<file path="src/clock_select_cfg.svh">
// constants for the system clock select and monitor block
`ifndef CLOCK_SELECT_CFG_SVH
`define CLOCK_SELECT_CFG_SVH
// register byte address (printed offset is not a multiple of four: index)
`define CLKCTL_INDEX      8'hb2
`define CLKCTL_ADDR       12'h2c8
// field positions
`define BIT_SPEEDUP       7
`define BIT_DIVSEL_HI     6
`define BIT_DIVSEL_LO     5
`define BIT_FAILFLAG      4
`define BIT_INTERNAL_RC_ON          3
`define BIT_SRCSEL        2
// reset values
`define RST_SPEEDUP       1'b1
`define RST_DIVSEL        2'b11
`define RST_INTERNAL_RC_ON          1'b0
`define RST_SRCSEL        1'b0
// oscillator option code meaning 32.768 kHz crystal
`define OPT_XTAL32        3'b011
// oscillator option code meaning internal RC as oscillator clock
`define OPT_INTRC         3'b100
// divider terminal counts (ratio minus one)
`define DIV1_LAST         4'h0
`define DIV2_LAST         4'h1
`define DIV4_LAST         4'h3
`define DIV12_LAST        4'hb
// monitor failure threshold in watchdog RC ticks
`define FAIL_TICKS        4
`endif

</file>
<file path="src/clock_select_pkg.sv">
// types shared by the clock select block
package clock_select_pkg;
  // apb request carrier
  typedef struct packed
  {
    logic        psel;
    logic        penable;
    logic        pwrite;
    logic [11:0] paddr;
    logic [31:0] pwdata;
  } apb_req_t;
  // apb answer carrier
  typedef struct packed
  {
    logic        pready;
    logic        pslverr;
    logic [31:0] prdata;
  } apb_rsp_t;
  // monitor states
  typedef enum logic [1:0]
  {
    MON_IDLE = 2'b00,
    MON_OK   = 2'b01,
    MON_FAIL = 2'b10
  } mon_state_t;
endpackage

</file>
<file path="src/clock_select.sv">
// system clock select, prescaler control and clock monitor
// Overview of operation
// - every reset sets speed-up bit
// - software writes speed-up bit freely
// - speed-up acts only with option 011
// - divider select gives 1, 2, 4, 12
// - crystal bypasses divider with option 011, source bit clear
// - rc-on bit switches internal RC
// - source bit picks crystal or RC
// - rc-on and source need option 011
// - rc-on clear ignored while RC runs
// - monitor off while RC is source
// - failure falls back to watchdog RC
// - interrupt needs both enables set
// - clock return restores selection, clears flag
// - fail flag read-only, hardware owned
// - monitor idle when option is RC
// - divided clock drives the CPU
`timescale 1ns/1ns
`default_nettype none
`include "clock_select_cfg.svh"
module clock_select
  import clock_select_pkg::*;
#(
  parameter int FAIL_LIMIT = `FAIL_TICKS  // watchdog ticks to fail
)
(
  input  wire logic                       clk_sys,          // 250 MHz clock
  input  wire logic                       rst_n,            // sync reset, low
  input  wire clock_select_pkg::apb_req_t apbReq,           // apb request
  output      clock_select_pkg::apb_rsp_t apbRsp,           // apb answer
  input  wire logic [2:0]                 oscillatorOption, // option straps
  input  wire logic                       oscTick,          // oscillator tick
  input  wire logic                       rcTick,           // internal rc tick
  input  wire logic                       wdtTick,          // watchdog rc tick
  input  wire logic                       globalIrqEnable,  // global enable
  input  wire logic                       monitorIrqEnable, // monitor enable
  output      logic                       xtalSpeedupOn,    // speed-up drive
  output      logic                       internalRcOn,     // rc enable drive
  output      logic                       srcIsRc,          // rc is prescaler
  output      logic                       cpuClockTick,     // cpu clock tick
  output      logic                       monitorIrq        // monitor irq
);
  import clock_select_pkg::*;

  // the tick counter is eight bits wide, so larger limits cannot be met
  if (FAIL_LIMIT < 1 || FAIL_LIMIT > 255)
  begin
    $error("fail limit out of range");
  end

  // ---------------------------------------------------------------
  // register state
  // ---------------------------------------------------------------
  logic       speedup_reg;   // speed-up control
  logic       speedup_next;
  logic [1:0] divSel_reg;    // divider select
  logic [1:0] divSel_next;
  logic       internal_rc_on_reg;      // internal rc on
  logic       internal_rc_on_next;
  logic       srcSel_reg;    // source select
  logic       srcSel_next;
  logic [31:0] rdata_reg;    // read data
  logic [31:0] rdata_next;
  logic        err_reg;      // slave error
  logic        err_next;

  // monitor state
  mon_state_t monState_reg;  // monitor fsm
  mon_state_t monState_next;
  logic [7:0] wdtCnt_reg;    // ticks since last osc edge
  logic [7:0] wdtCnt_next;
  logic       failFlag;      // decoded fail flag

  // option decode helpers
  logic optXtal;             // crystal option active
  logic rcRunning;           // rc currently the source
  logic apbWrite;            // write completes this cycle
  logic apbRead;             // read setup phase this cycle
  logic hitReg;              // address decode

  assign optXtal   = (oscillatorOption == `OPT_XTAL32);
  // bits act only with option 011
  assign rcRunning = optXtal && internal_rc_on_reg && srcSel_reg;
  assign hitReg    = (apbReq.paddr == `CLKCTL_ADDR);
  // zero-wait slave: access phase always completes
  assign apbWrite  = apbReq.psel && apbReq.penable && apbReq.pwrite;
  assign apbRead   = apbReq.psel && !apbReq.penable && !apbReq.pwrite;

  // pack the register image for reads
  function automatic logic [7:0] pack_reg(input logic su,
                                          input logic [1:0] ds,
                                          input logic ff,
                                          input logic ro,
                                          input logic ss);
    logic [7:0] v;
    v = 8'h00;
    v[`BIT_SPEEDUP]   = su;
    v[`BIT_DIVSEL_HI] = ds[1];
    v[`BIT_DIVSEL_LO] = ds[0];
    v[`BIT_FAILFLAG]  = ff;
    v[`BIT_INTERNAL_RC_ON]      = ro;
    v[`BIT_SRCSEL]    = ss;
    return v;
  endfunction

  // ---------------------------------------------------------------
  // register file next state
  // ---------------------------------------------------------------
  always_comb
  begin
    speedup_next = speedup_reg;
    divSel_next  = divSel_reg;
    internal_rc_on_next    = internal_rc_on_reg;
    srcSel_next  = srcSel_reg;
    rdata_next   = rdata_reg;
    err_next     = 1'b0;
    // read data sampled in setup, so it is a flop at access
    if (apbRead)
    begin
      if (hitReg)
        rdata_next = {24'h00_0000, pack_reg(speedup_reg, divSel_reg,
                      failFlag, internal_rc_on_reg, srcSel_reg)};
      else
        rdata_next = 32'h0000_0000;
    end
    if (apbReq.psel && !apbReq.penable)
      err_next = !hitReg;
    if (apbWrite && hitReg)
    begin
      speedup_next = apbReq.pwdata[`BIT_SPEEDUP];
      divSel_next  = apbReq.pwdata[`BIT_DIVSEL_HI:`BIT_DIVSEL_LO];
      srcSel_next  = apbReq.pwdata[`BIT_SRCSEL];
      // clearing rc-on refused while rc runs
      if (!(internal_rc_on_reg && srcSel_reg) || apbReq.pwdata[`BIT_INTERNAL_RC_ON])
        internal_rc_on_next = apbReq.pwdata[`BIT_INTERNAL_RC_ON];
      // fail flag bit of the write is dropped
    end
  end

  // register file flops
  always_ff @(posedge clk_sys)
  begin
    if (!rst_n)
    begin
      speedup_reg <= `RST_SPEEDUP;
      divSel_reg  <= `RST_DIVSEL;
      // crystal drives the prescaler until software picks rc
      internal_rc_on_reg    <= `RST_INTERNAL_RC_ON;
      srcSel_reg  <= `RST_SRCSEL;
      rdata_reg   <= 32'h0000_0000;
      err_reg     <= 1'b0;
    end
    else
    begin
      speedup_reg <= speedup_next;
      divSel_reg  <= divSel_next;
      internal_rc_on_reg    <= internal_rc_on_next;
      srcSel_reg  <= srcSel_next;
      rdata_reg   <= rdata_next;
      err_reg     <= err_next;
    end
  end

  // zero-wait slave: every access phase is its last
  assign apbRsp.pready  = 1'b1;
  // error shows only in access, so setup never sees a stale one
  assign apbRsp.pslverr = err_reg & apbReq.penable;
  // read word captured at setup stands through access
  assign apbRsp.prdata  = rdata_reg;

  // ---------------------------------------------------------------
  // clock monitor
  // ---------------------------------------------------------------
  logic monEnable;  // monitor allowed to run
  // idle when option is internal rc
  assign monEnable = !rcRunning && (oscillatorOption != `OPT_INTRC);

  // monitor next state; watchdog rc paces the timeout because
  // it is the one clock that keeps running when the crystal dies
  always_comb
  begin
    monState_next = monState_reg;
    wdtCnt_next   = wdtCnt_reg;
    case (monState_reg)
      MON_IDLE:
      begin
        // hold the count clear while blocked
        wdtCnt_next = 8'h00;
        if (monEnable)
          monState_next = MON_OK;
      end
      MON_OK:
      begin
        if (!monEnable)
          monState_next = MON_IDLE;
        else if (oscTick)
          wdtCnt_next = 8'h00;
        else if (wdtTick)
        begin
          // no osc edge in limit ticks
          if (wdtCnt_reg == 8'(FAIL_LIMIT - 1))
            monState_next = MON_FAIL;
          else
            wdtCnt_next = wdtCnt_reg + 8'h01;
        end
      end
      MON_FAIL:
      begin
        wdtCnt_next = 8'h00;
        // limitation: one oscillator tick counts as recovery
        // oscillator back restores selection
        if (oscTick || !monEnable)
          monState_next = monEnable ? MON_OK : MON_IDLE;
      end
      default:
        monState_next = MON_IDLE;
    endcase
  end

  // monitor flops
  always_ff @(posedge clk_sys)
  begin
    if (!rst_n)
    begin
      // monitor starts idle: no judgement before a full count
      monState_reg <= MON_IDLE;
      wdtCnt_reg   <= 8'h00;
    end
    else
    begin
      monState_reg <= monState_next;
      wdtCnt_reg   <= wdtCnt_next;
    end
  end

  // flag is set in fail state
  assign failFlag = (monState_reg == MON_FAIL);

  // ---------------------------------------------------------------
  // source select and prescaler
  // ---------------------------------------------------------------
  logic       srcTick;   // prescaler input tick
  logic [3:0] lastCnt;   // ratio minus one

  // prescaler source and ratio; failure fallback has the last word
  always_comb
  begin
    // failed oscillator falls back to watchdog rc
    if (failFlag)
      srcTick = wdtTick;
    else if (rcRunning)
      srcTick = rcTick;
    else
      srcTick = oscTick;
    if (optXtal && !srcSel_reg)
      lastCnt = `DIV1_LAST;
    else
    begin
      case (divSel_reg)
        2'b00:   lastCnt = `DIV1_LAST;
        2'b01:   lastCnt = `DIV2_LAST;
        2'b10:   lastCnt = `DIV4_LAST;
        2'b11:   lastCnt = `DIV12_LAST;
        default: lastCnt = `DIV1_LAST;
      endcase
    end
  end

  clock_divider #(.CNT_W(4)) divider
  (
    .clk_sys (clk_sys),
    .rst_n   (rst_n),
    .srcTick (srcTick),
    .lastCnt (lastCnt),
    .sysTick (cpuClockTick)
  );

  // ---------------------------------------------------------------
  // analog controls and interrupt
  // ---------------------------------------------------------------
  // speed-up only with crystal option
  assign xtalSpeedupOn = optXtal & speedup_reg;
  // rc on drive, gated by option
  assign internalRcOn  = optXtal & internal_rc_on_reg;
  // rc selection as seen by the core
  assign srcIsRc       = rcRunning;
  // level output: stands while the clock stays failed
  // both enables needed
  assign monitorIrq    = failFlag & globalIrqEnable & monitorIrqEnable;
endmodule
`default_nettype wire

</file>
<file path="src/clock_divider.sv">
// divide-by-N enable generator for the system clock
`timescale 1ns/1ns
`default_nettype none
`include "clock_select_cfg.svh"
module clock_divider
#(
  parameter int CNT_W = 4  // counter width
)
(
  input  wire logic             clk_sys,  // system clock
  input  wire logic             rst_n,    // sync reset, low
  input  wire logic             srcTick,  // prescaler input tick
  input  wire logic [CNT_W-1:0] lastCnt,  // ratio minus one
  output logic                  sysTick   // system clock tick
);
  // below four bits the divide-by-12 count cannot be held
  if (CNT_W < 4)
  begin
    $error("counter too narrow for divide by 12");
  end

  logic [CNT_W-1:0] cnt_reg;   // tick counter
  logic [CNT_W-1:0] cnt_next;  // next count
  logic             tick_reg;  // registered output
  logic             tick_next; // next output

  // count source ticks, pulse on terminal count
  always_comb
  begin
    cnt_next  = cnt_reg;
    tick_next = 1'b0;
    if (srcTick)
    begin
      if (cnt_reg >= lastCnt)
      begin
        cnt_next  = '0;
        tick_next = 1'b1;
      end
      else
        cnt_next = cnt_reg + 1'b1;
    end
  end

  // registers only
  always_ff @(posedge clk_sys)
  begin
    if (!rst_n)
    begin
      cnt_reg  <= '0;
      tick_reg <= 1'b0;
    end
    else
    begin
      cnt_reg  <= cnt_next;
      tick_reg <= tick_next;
    end
  end

  assign sysTick = tick_reg;
endmodule
`default_nettype wire

</file>
<file path="config.mk">
export PLATFORM = sky130hd
export DESIGN_NAME = clock_select
export DESIGN_NICKNAME = d
export VERILOG_FILES = /design/src/clock_select_pkg.sv /design/src/clock_select.sv /design/src/clock_divider.sv
export VERILOG_INCLUDE_DIRS = /design/src
export SDC_FILE = /design/constraint.sdc
export NUM_CORES = 1
export LEC_CHECK = 0
export BUFFER_PORTS_ARGS = -buffer_cell sky130_fd_sc_hd__buf_2
export CORE_ASPECT_RATIO = 2
export CORE_MARGIN = 2
export CORE_UTILIZATION = 48
export CTS_CLUSTER_SIZE = 40
export DETAILED_ROUTE_END_ITERATION = 8
export MAX_ROUTING_LAYER = met4
export PLACE_DENSITY = 0.86
export SLEW_MARGIN = 20
export SYNTH_ARGS = -nofsm -noshare
export SYNTH_HDL_FRONTEND = slang
export SYNTH_SLANG_ARGS = --single-unit
</file>
<file path="constraint.sdc">
create_clock -name clk_sys -period 4.8 [get_ports clk_sys]
set_input_delay 0.48 -clock clk_sys [delete_from_list [all_inputs] [get_ports clk_sys]]
set_output_delay 0.48 -clock clk_sys [all_outputs]
set_load 0.02 [all_outputs]
</file>
**Yosys cells after proc, flatten, opt, wreduce, memory -nomap -nowiden**

Index checks and enable logic that the tools add are counted.
Widths: inputs -> output; s select.

- $add $sub $neg: 2
- Multiply operators: 0
- Divide/modulo/power cells: 0
- Order comparisons: 1
- Eq/ne operators: 17
- Shifts and indexed selects: 0
- Mux-type cells: 20
- Bitwise logic cells: 5
- Reduce and logical (&&, ||, !) cells: 28

Operator list:

| cell | number |
|---|---|
| $mux 8 | 5 |
| $ne 3x3->1 const B | 6 |
| $pmux 4 s4 | 1 |
| $pmux 8 s2 | 1 |
| $eq 12x10->1 const B | 1 |
| $mux 2 | 6 |
| $logic_and 1x1->1 | 10 |
| $add 8x1->8 const B | 1 |
| $eq 8x2->1 const B | 1 |
| $mux 4 | 2 |
| $logic_not 1->1 | 7 |
| $eq 2x2->1 const B | 3 |
| $pmux 2 s3 | 1 |
| $reduce_and 2->1 | 3 |
| $and 1x1->1 | 5 |
| $reduce_and 5->1 | 1 |
| $add 4x1->4 const B | 1 |
| $eq 2x1->1 const B | 2 |
| $ge 4x4->1 | 1 |
| $logic_not 2->1 | 2 |
| $mux 1 | 4 |
| $ne 2x2->1 const B | 2 |
| $reduce_and 4->1 | 1 |
| $eq 3x2->1 const B | 1 |
| other kinds (4) | 5 |

- Register bits after elaboration: 53
- Bits in latches: 0
- Memory bits (writable): 0
- Memory bits (read-only): 0
- Input bits: 57
- Word-level logic and storage cells: 83
- Memories: 0

**Longest topological paths before layout**

Gate-level depths: netlist of run 1.

- Word-level depth: 9
- Gate-level depth with buffers: 7

**Cells and area by module**

Synthesis of run 1 repeated with hierarchy kept, for this count alone.

- Cells, all modules: 201
- Area total of the unflattened synthesis: 1747.9 um2

By module, submodules not included:

| module | instances | cells each | area an instance (um2) | seq. area each (um2) |
|---|---|---|---|---|
| clock_select | 1 | 164 | 1403.8 | 440.4 |
| clock_divider | 1 | 37 | 344.1 | 100.1 |

**Least setup slack after synthesis of run 1**

Ideal clock, no wire load.

- Kind: input -> register
- Start point: in oscillatorOption[2]
- End point: reg divider.cnt_reg[0]
- Setup time: 0.072 ns
- Data arrival time: 1.924 ns
- Setup slack: 2.804 ns
- Stages on the path: 7
- Path buffers: 0
- Path through: nand3b_1 o211ai_1 ha_1 and2_1 a211oi_1 o211ai_1 mux2i_1

- Word-level cells in the longest chain between the ends: 5

Ends and longest elaborated chain:

| element | line | text |
|---|---|---|
| start: declaration | clock_select.sv:32 | `input wire logic [2:0] oscillatorOption,` |
| $eq 3x2->1 (no line) * | - |  |
| $logic_and 1x1->1, on equally long branches | clock_select.sv:256, clock_select.sv:84 |  |
| $mux 4 / $logic_and 1x1->1 (equally long branches) | clock_select.sv:256, clock_select.sv:84 |  |
| $ge 4x4->1 / $mux 1 (equally long branches) | clock_divider.sv:34, clock_select.sv:252 |  |
| $mux 4 / $mux 1 (equally long branches) | clock_divider.sv:34, clock_select.sv:250 |  |
| end signal: assignment | clock_divider.sv:54 | `cnt_reg <= cnt_next;` |
| end: declaration | clock_divider.sv:22 | `logic [CNT_W-1:0] cnt_reg;` |

Mark *: on every way between the ends. The rest lies on a longest branch, timed or not.
A chain may end at the register's enable or synchronous reset.

**Worst setup path in the final report of run 1**

- Start point: reg srcSel_reg
- End point: reg divider.cnt_reg[0]

- Word-level cells in the longest chain between the ends: 5

Ends and longest elaborated chain:

| element | line | text |
|---|---|---|
| start: declaration | clock_select.sv:61 | `logic srcSel_reg;` |
| start signal: assignment | clock_select.sv:150 | `` srcSel_reg <= `RST_SRCSEL; `` |
| start signal: assignment | clock_select.sv:159 | `srcSel_reg <= srcSel_next;` |
| $logic_not 1->1 | clock_select.sv:256 | `if (optXtal && !srcSel_reg)` |
| $logic_and 1x1->1 | clock_select.sv:256 |  |
| $mux 4 | clock_select.sv:256 |  |
| $ge 4x4->1 | clock_divider.sv:34 | `if (cnt_reg >= lastCnt)` |
| $mux 4 | clock_divider.sv:34 |  |

Several ways; a longest one is shown, not always the timed one.

==> key figures, run 1 <==
Outcome
  – Outcome: finished clean

Setup path
  – CP Max Fanout: 13
  – Slowest-stage cell, CP: dfxtp_1
  – CP Launch Type: flop
  – Max stage delay on crit path: 590 ps
  – Crit path cell chain: o211ai_1, ha_1, and2_1, a211oi_1, o211ai_1, mux2i_1
  – CP required: approximately 5000 ps
  – Most used cell, CP: o211ai_1
  – Worst EP arrival: around 2500 ps
  – Beginning of the worst register-to-register path: srcSel_reg$_SDFFE_PN0P_
  – Worst Setup End Kind: flop
  – CP top delay family: compound AO/OA/AOI/OAI gates
  – R2R Setup Slk: 2510 ps
  – Worst reg2reg path depth: 6
  – WP depth: 6
  – Worst setup path class: reg2reg
  – Reg2reg end: divider.cnt_reg[0]$_SDFFE_PN0N_
  – CP bufs+invs: 0

Die
  – Core footprint: between 3000 and 4000 um^2
  – Initial Util: 0.493
  – Overall die area: between 4000 and 5000 um^2
  – Die height: 89.1 um
  – Top Ports: 96
  – Die X: roughly 47 um
  – Row count: 31

Drt
  – DRT iter0 DRCs: 42
  – Vias post-DR: 1596
  – Final ANT Viol Nets: 0
  – DRT Pass-1 Iters: 4
  – Via-per-instance ratio: 5.50
  – # DRC: 0
  – WL final: around 3900 um
  – Drt wl/cell: around 13 um

Logic synthesis
  – Cells after Synth: around 200
  – Sequential area share after synthesis: 0.311
  – Synth area leaders: dfxtp_1 (31%), buf_4 (12%), ha_1 (3.6%)
  – Avg Cell Area, Syn: 8.48 um^2
  – EDFF count, synth: 0
  – Post-synth top cells: buf_4 (27), dfxtp_1 (27), inv_1 (9), nand2_1 (9)
  – Post-Syn Area: 1740 um^2
  – Main synth FF type: dfxtp_1
  – Top cell type's share of synthesized area: 0.311
  – Area leader, netlist: dfxtp_1
  – Seq cells post-synth: 27
  – Synth unique cells: 43
  – Async S/R FF share, synth: 0
  – Synth Warn #: 0

Timing
  – RSZ-0062 raised after global routing: no
  – Relative slew slack: 0.574
  – Slew Limit Fails: 0
  – Endpoints failing setup: 0
  – Pin slew with the least headroom to its limit: 640 ps
  – Fin Setup TNS: 0 ps
  – Period utilisation layout: 0.477
  – Skew final: 1.87 ps
  – Final Critical Period: around 2300 ps
  – Final hold viol count: 0
  – Fmax: 437 MHz

Global route
  – Gr usage total: 0.195
  – Initial antenna violation count: 0
  – Global-route wire length before repair: 6110 um
  – Vias in the first global route: 1456
  – Grt total ovfl: 0
  – Largest net degree at the start of global routing: 23

CTS
  – Hold-fix buffers at CTS: 0
  – Clk sinks: 27
  – Clock transition at path regs: 90 ps
  – Clock Tree Buf Depth: 2
  – Clock Tree Root: clkbuf_8
  – Clock Latency Late Sink: roughly 270 ps
  – H-Tree Depth: 1
  – CTS tree: yes
  – Postcts setup bufs: 0
  – Post-cts resize count: 0
  – CTS Buf Count: 3

Job
  – Max Cap Viol: 0

Cells and area
  – Post-layout utilization of the core: 0.543
  – Number of flip-flops under the largest register name: 8
  – Ant. Diodes: 0
  – Finished Cell Area: 1920 um^2
  – Final Non-Filler Cells: between 200 and 300
  – Filler Cell Count: 334
  – Nets: just over 300
  – Layout cells sized above 1: 0.195
  – Layout overhead on the synthesized area: 10.2%

Pwr
  – Max VDD drop: 0.189 mV
  – Power density over the cells: 235 nW/um^2
  – Final Power: 0.451 mW
  – Leakage power: 0.866 nW

Min path
  – Hold endpoint: divSel_reg[0]$_SDFFE_PN1P_
  – Min-Delay Path Class: in2reg
  – WHS Path Cells: 3
  – Hold Crit Start: apbReq[5]

Placement
  – Detailed placer's ending HPWL: 2970 um
  – Cell Area, Placed: 1870 um^2
  – Cells after DPL: roughly 290
  – RD Place Congestion: 0.809
  – Buffers added on ports: 41
==> cell families after synthesis <==
| group | Yosys count | share of synthesized area |
|---|---|---|
| compound gates | 54 | 0.218 |
| fa+ha+maj | 5 | 0.0360 |
| buf+inv | 43 | 0.151 |
| flops | 27 | 0.311 |
| mux | 6 | 0.0345 |
| other cells | 2 | 0.00432 |
| simple gates | 68 | 0.245 |
==> tightest hold or removal path, delay by kind of cell <==
| kind | cells | cell delay (ps) |
|---|---|---|
| muxes | 1 | 50 |
| buffers and inverters | 1 | 80 |
| and+or+nand+nor | 1 | 50 |
==> area by class of cell <==
cell class                 instances  area (um^2)  area share
timing repair buffer              41          205       0.107
sequential                        27          541       0.282
clock buffer                       3         41.3      0.0215
inverter                           9         33.8      0.0176
clock inverter                     1         5.00     0.00261
multi-input combinational        160         1030       0.537
tap                               49         61.3      0.0320
==> worst max path at each step <==
stage                                                 end                     from
after floorplan           divider.cnt_reg[0]$_SDFFE_PN0N_      oscillatorOption[2]
after global placement    divider.cnt_reg[0]$_SDFFE_PN0N_      oscillatorOption[2]
after detailed placement  divider.cnt_reg[0]$_SDFFE_PN0N_      oscillatorOption[2]
after CTS                 divider.cnt_reg[0]$_SDFFE_PN0N_  srcSel_reg$_SDFFE_PN0P_
after global routing      divider.cnt_reg[0]$_SDFFE_PN0N_  srcSel_reg$_SDFFE_PN0P_
final                     divider.cnt_reg[0]$_SDFFE_PN0N_  srcSel_reg$_SDFFE_PN0P_
==> where the power goes <==
group	internal [mW]	switching [mW]	leakage, nW
Clock	0.0583	0.0730	0.0255
Combinational	0.0280	0.0550	0.622
Sequential	0.229	0.00714	0.219
Total	0.316	0.135	0.866
==> layout by cell type, fill, tap and decap left out, types with 3 or more instances in the layout <==
cell,count
a2111oi_0,3
nand4b_1,3
nand4_1,6
a21oi_1,7
o31ai_1,4
and2_1,3
or4_1,3
dfxtp_1,27
inv_1,9
clkbuf_8,3
conb_1,27
o211ai_1,7
nand2b_1,5
a22oi_1,6
a31oi_1,4
o21ai_0,7
o311ai_0,5
nand2_1,9
ha_1,5
nor2_1,3
mux2i_1,6
nand3b_1,3
nor2b_1,8
nand3_1,8
buf_2,41
and3_1,4
==> per-layer routing <==
metal / routed length, um / global-route usage / vias up
met3: 172 / 0.0242 / 4
met4: 36 / 0.0675 / 0
li1: - / - / 793
met5: 0 / - / -
met2: 2060 / 0.314 / 50
met1: 1610 / 0.243 / 749
==> stage by stage <==
stage	setup slack, ps	hold WS (ps)
after floorplan	2800	445
after global placement	2450	478
after detailed placement	2350	479
after CTS	2520	421
after global routing	2380	420
final	2510	415
Note: power is estimated with default switching activity, not from simulation.
==> run 2, diff against run 1 <==
--- a/config.mk
+++ b/config.mk
@@ -6,14 +6,15 @@
 export SDC_FILE = /design/constraint.sdc
 export NUM_CORES = 1
 export LEC_CHECK = 0
+export ABC_AREA = 1
 export BUFFER_PORTS_ARGS = -buffer_cell sky130_fd_sc_hd__buf_2
 export CORE_ASPECT_RATIO = 2
 export CORE_MARGIN = 2
-export CORE_UTILIZATION = 48
+export CORE_UTILIZATION = 46
 export CTS_CLUSTER_SIZE = 40
 export DETAILED_ROUTE_END_ITERATION = 8
 export MAX_ROUTING_LAYER = met4
-export PLACE_DENSITY = 0.86
+export PLACE_DENSITY = 0.81
 export SLEW_MARGIN = 20
 export SYNTH_ARGS = -nofsm -noshare
 export SYNTH_HDL_FRONTEND = slang
==> constraint.sdc (replaced) <==
create_clock -name clk_sys -period 2.16 [get_ports clk_sys]
set_input_delay 0.216 -clock clk_sys [delete_from_list [all_inputs] [get_ports clk_sys]]
set_output_delay 0.216 -clock clk_sys [all_outputs]
set_load 0.02 [all_outputs]
==> key figures, run 2 <==
Cells and area
  – Layout overhead on the synthesized area: 9.15%
  – Final Non-Filler Cells: 372
  – Nets: around 380
  – Commonest non-fill, non-tap cell in the layout: nand2_1
  – Number of flip-flops under the largest register name: 8
  – Layout cells sized above 1: 0.178
  – Ant. Diodes: 0
  – Commonest cells after routing, fill and taps aside: nand2_1 (70), buf_2 (41), nor2_1 (37)

CTS
  – H-Tree Depth: 1
  – CTS tree: yes
  – Clock Tree Buf Depth: 2
  – CTS Buf Count: 3
  – Clk sinks: 27
  – Postcts setup bufs: 0
  – Post-cts resize count: 0
  – Clock Tree Root: clkbuf_8
  – Hold-fix buffers at CTS: 0
  – Clock Latency Late Sink: about 270 ps
  – Clock transition at path regs: 90 ps

Min path
  – Hold endpoint: divSel_reg[0]$_SDFFE_PN1P_
  – Hold Crit Start: apbReq[5]
  – WHS Path Cells: 3
  – Min-Delay Path Class: in2reg

Setup path
  – Slowest-stage cell, CP: dfxtp_1
  – CP bufs+invs: 0
  – Most used cell, CP: nor2_1
  – CP Launch Type: flop
  – R2R Setup Slk: 370 ps
  – Worst Setup End Kind: flop
  – Worst setup path class: reg2reg
  – CP Launch Point: srcSel_reg$_SDFFE_PN0P_
  – Max stage delay on crit path: 530 ps
  – CP top delay family: flip-flops
  – Worst reg2reg path depth: 9
  – Beginning of the worst register-to-register path: srcSel_reg$_SDFFE_PN0P_
  – CP required: 2370 ps
  – Worst EP arrival: 2000 ps
  – Reg2reg end: divider.cnt_reg[3]$_SDFFE_PN0N_
  – Crit path cell chain: nor2_1, nor2_1, ha_1, o21ai_0, nand2_1, a21o_1, nor2_1, nand2_1, a21oi_1
  – CP Max Fanout: 7

Global route
  – Largest net degree at the start of global routing: 15
  – Vias in the first global route: 1698
  – Grt total ovfl: 0
  – Initial antenna violation count: 0
  – Gr usage total: 0.194
  – Global-route wire length before repair: 6870 um

Placement
  – RD Place Congestion: just under 0.9
  – Cells after DPL: 368
  – Detailed placer's ending HPWL: 3330 um
  – Buffers added on ports: between 40 and 50

Drt
  – Via-per-instance ratio: 4.86
  – Met3 wire len: 180 um
  – Wl on met1: 1390 um
  – DRT Pass-1 Iters: 4
  – # DRC: 0
  – Highest Signal Layer: met4
  – WL final: 4080 um
  – DRT iter0 DRCs: 45
  – Met2 routed WL: 2400 um
  – Final ANT Viol Nets: 0
  – Vias post-DR: ~1800
  – Drt wl/cell: 11.0 um

Logic synthesis
  – Avg Cell Area, Syn: 6.55 um^2
  – Post-Syn Area: between 1500 and 2000 um^2
  – Synth Warn #: 0
  – Synth unique cells: 32
  – Async S/R FF share, synth: 0
  – Top cell type's share of synthesized area: 0.291
  – Cell with the most instances after synthesis: nand2_1
  – EDFF count, synth: 0
  – Sequential area share after synthesis: 0.291
  – Area leader, netlist: dfxtp_1
  – Synth area leaders: dfxtp_1 (29%), nand2_1 (14%), buf_4 (12%)
  – Post-synth top cells: nand2_1 (70), nor2_1 (37), buf_4 (29)
  – Main synth FF type: dfxtp_1
  – Cells after Synth: between 200 and 300
  – Seq cells post-synth: 27

Timing
  – Final Critical Period: 1790 ps
  – Endpoints failing setup: 0
  – Slew Limit Fails: 0
  – Relative slew slack: 0.569
  – Pin slew with the least headroom to its limit: 644 ps
  – Skew final: 4.34 ps
  – RSZ-0062 raised after global routing: no
  – Fin Setup TNS: 0 ps
  – Period utilisation layout: 0.828
  – Fmax: 559 MHz
  – Final hold viol count: 0

Die
  – Overall die area: between 4000 and 5000 um^2
  – Core footprint: 3880 um^2
  – Top Ports: 96
  – Initial Util: 0.479
  – Die X: 49.0 um
  – Row count: 32
  – Die height: 93.9 um

Outcome
  – Outcome: finished clean

Pwr
  – Max VDD drop: approximately 0.35 mV
  – Leakage power: 1.02 nW
  – Power density over the cells: about 550 nW/um^2

Job
  – Max Cap Viol: 0
-- run 2: cell types whose count changed after synthesis, moves of 5 or more --
cell and change:
a21oi_1 +13, a22oi_1 -6, inv_1 +18, mux2i_1 -6, nand2_1 +61, nand2b_1 -5
nand3_1 +11, nor2_1 +34, nor2b_1 -8, o211ai_1 -6, o311ai_0 -5
-- run 2: metal layers --
layer,up-vias,GRT usage
li1,928,-
met1,807,0.165
met2,64,0.392
met3,8,0.0159
met4,0,0.121
met5,-,-
-- run 2: through the flow --
| step | setup slack [ps] | hold WS [ps] | instance area (um^2) | utilization | power, mW |
|---|---|---|---|---|---|
| 2_1_floorplan | 539 | 354 | 1950 | - | 0.806 |
| 3_3_place_gp | 244 | 457 | 1980 | 0.511 | 0.831 |
| 3_5_place_dp | 226 | 465 | 1980 | 0.511 | 0.838 |
| 4_1_cts | 382 | 180 | 2030 | 0.523 | 1.12 |
| 5_1_grt | 187 | 190 | 2030 | 0.523 | 1.18 |
| 6_report | 371 | 181 | 2030 | 0.523 | 1.11 |
-- run 2: cell type report --
| type | count | area (um^2) |
|---|---|---|
| fill | 405 | 1850 |
| multi-input combinational | 218 | 1050 |
| sequential | 27 | 541 |
| timing repair buffer | 42 | 213 |
| inverter | 30 | 113 |
| tap | 51 | 63.8 |
| clock buffer | 4 | 45.0 |
-- run 2: power breakdown --
group          switching (mW)  internal [mW]
registers              0.0289          0.520
logic                   0.191         0.0878
clock network           0.154          0.132
-- run 2: kinds of logic after synthesis --
family          synth area share
compound gates            0.0929
xor+xnor                 0.00942
fa+ha+maj                 0.0336
buf+inv                    0.192
flops                      0.291
other cells              0.00404
simple gates               0.377
-- run 2: how the worst max path moves through the flow --
stage / end / slack (ps) / cells after the start
2_1_floorplan: divider.cnt_reg[0]$_SDFFE_PN0N_ / 540 / 12
3_3_place_gp: divider.cnt_reg[3]$_SDFFE_PN0N_ / 240 / 13
3_5_place_dp: divider.cnt_reg[0]$_SDFFE_PN0N_ / 230 / 13
4_1_cts: divider.cnt_reg[0]$_SDFFE_PN0N_ / 380 / 9
5_1_grt: divider.cnt_reg[1]$_SDFFE_PN0N_ / 190 / 9
6_report: divider.cnt_reg[3]$_SDFFE_PN0N_ / 370 / 9
-- run 2: tightest hold or removal path, cell delays in order --
cell and delay (ps):
buf_2 80, nand3_1 60, nand3_1 70
==> run 3, diff against run 2 <==
==> constraint.sdc (replaced) <==
create_clock -name clk_sys -period 1.7 [get_ports clk_sys]
set_input_delay 0.17 -clock clk_sys [delete_from_list [all_inputs] [get_ports clk_sys]]
set_output_delay 0.17 -clock clk_sys [all_outputs]
set_load 0.02 [all_outputs]
==> key figures, run 3 (same netlist as run 2, synthesis figures left out) <==
Global route
  – Grt total ovfl: 0
  – Largest net degree at the start of global routing: 15
  – Initial antenna violation count: 0
  – Gr usage total: 0.217
  – Global-route wire length before repair: 7530 um
  – Vias in the first global route: 1881

Pwr
  – Power density over the cells: just under 700 nW/um^2
  – Leakage power: 1.06 nW
  – Max VDD drop: roughly 0.55 mV
  – Final Power: 1.45 mW

Cells and area
  – Finished Cell Area: about 2100 um^2
  – Layout overhead on the synthesized area: 12.9%
  – Commonest cells after routing, fill and taps aside: nand2_1 (70), buf_2 (41), nor2_1 (35)
  – Filler Cell Count: 397
  – Nets: 391
  – Ant. Diodes: 0
  – Layout cells sized above 1: 0.210
  – Commonest non-fill, non-tap cell in the layout: nand2_1
  – Number of flip-flops under the largest register name: 8

Die
  – Top Ports: between 90 and 100
  – Initial Util: 0.479
  – Overall die area: roughly 4600 um^2
  – Die height: 93.9 um
  – Row count: 32
  – Core footprint: a little under 4000 um^2
  – Die X: 49.0 um

Timing
  – Endpoints failing setup: 0
  – Final hold viol count: 0
  – Fmax: around 640 MHz
  – Slew Limit Fails: 0
  – Period utilisation layout: 0.913
  – Skew final: 3.71 ps
  – Final Critical Period: 1550 ps
  – RSZ-0062 raised after global routing: yes

Drt
  – Final ANT Viol Nets: 0
  – DRT iter0 DRCs: 42
  – Via-per-instance ratio: 4.96
  – Vias post-DR: 1878
  – WL final: 4360 um
  – DRT Pass-1 Iters: 4
  – # DRC: 0
  – Drt wl/cell: 11.5 um

CTS
  – CTS Buf Count: 3
  – CTS tree: yes
  – H-Tree Depth: 1
  – Clock transition at path regs: 90 ps
  – Clock Latency Late Sink: 280 ps
  – Clock Tree Root: clkbuf_8
  – Clock Tree Buf Depth: 2
  – Clk sinks: 27

Setup path
  – WP depth: 9
  – CP required: 1920 ps
  – Max stage delay on crit path: 370 ps
  – Worst setup path class: reg2reg
  – Worst Setup End Kind: flop
  – CP top delay family: compound AO/OA/AOI/OAI gates
  – Slowest-stage cell, CP: dfxtp_4
  – CP Launch Type: flop
  – Worst EP arrival: 1770 ps
  – CP bufs+invs: 0
  – Worst reg2reg path depth: 9
  – Most used cell, CP: nor2_1
  – Crit path cell chain: nor2_1, nor2_1, ha_1, o21ai_1, nand2_1, a21o_1, nor2_1, nand2_1, a21oi_1
  – CP Max Fanout: 5

Placement
  – Buffers added on ports: 41
  – RD Place Congestion: 0.919
  – Detailed placer's ending HPWL: 3560 um
  – Cell Area, Placed: roughly 2000 um^2

Job
  – Max Cap Viol: 0

Min path
  – Min-Delay Path Class: in2reg
  – WHS Path Cells: 3

Outcome
  – Outcome: finished clean
## run 3: layout make-up
| class | count | area [um^2] | area share |
|---|---|---|---|
| Timing Repair Buffer | 49 | 265 | 0.126 |
| Multi-Input combinational cell | 218 | 1070 | 0.508 |
| Inverter | 30 | 113 | 0.0536 |
| Clock buffer | 4 | 45.0 | 0.0215 |
| Sequential cell | 27 | 546 | 0.260 |
| Tap cell | 51 | 63.8 | 0.0304 |
## run 3: worst paths after layout
path | start | slack [ps] | end
worst max-delay path | divSel_reg[1]$_SDFFE_PN1P_ | 150 | divider.cnt_reg[3]$_SDFFE_PN0N_
worst min-delay path | apbReq[5] | 120 | divSel_reg[0]$_SDFFE_PN1P_
worst max register to register | divSel_reg[1]$_SDFFE_PN1P_ | 150 | divider.cnt_reg[3]$_SDFFE_PN0N_
worst min register to register | wdtCnt_reg[7]$_SDFFE_PN0P_ | 490 | wdtCnt_reg[7]$_SDFFE_PN0P_
## run 3: timing repair
| item | CTS | global route |
|---|---|---|
| endpoints found under the setup margin | 0 | 12 |
| buffers inserted | 0 | 1 |
| gates resized for setup | 0 | 8 |
| hold buffers | 0 | 0 |
## run 3: per-layer routing
layer / part of all wire / global-route usage
met1: 0.33 / 0.166
met2: 0.59 / 0.451
met3: 0.044 / 0.0239
met4: 0.034 / 0.138
met5: 0 / -
## run 3: worst min-delay path, stage by stage
cell	delay, ps
buf_2	70
nand3_1	60
nand3_1	70
## run 3: per-stage QoR
stage / hold WS (ps) / utilization / setup slack (ps) / std cells / setup TNS, ps
final: 121 / 0.541 / 148 / 379 / 0
after global routing: 131 / 0.541 / -8.10 / 379 / -8.10
after CTS: 121 / 0.534 / 31.2 / 378 / 0
after detailed placement: 412 / 0.523 / -186 / 374 / -756
after global placement: 411 / 0.523 / -162 / 374 / -680
after floorplan: 308 / - / 125 / 309 / 0
## run 3: where the power goes
| group | switching [mW] | total, mW | internal, mW |
|---|---|---|---|
| registers | 0.0356 | 0.696 | 0.660 |
| logic | 0.256 | 0.376 | 0.121 |
| clock network | 0.207 | 0.375 | 0.169 |
| total | 0.498 | 1.45 | 0.949 |
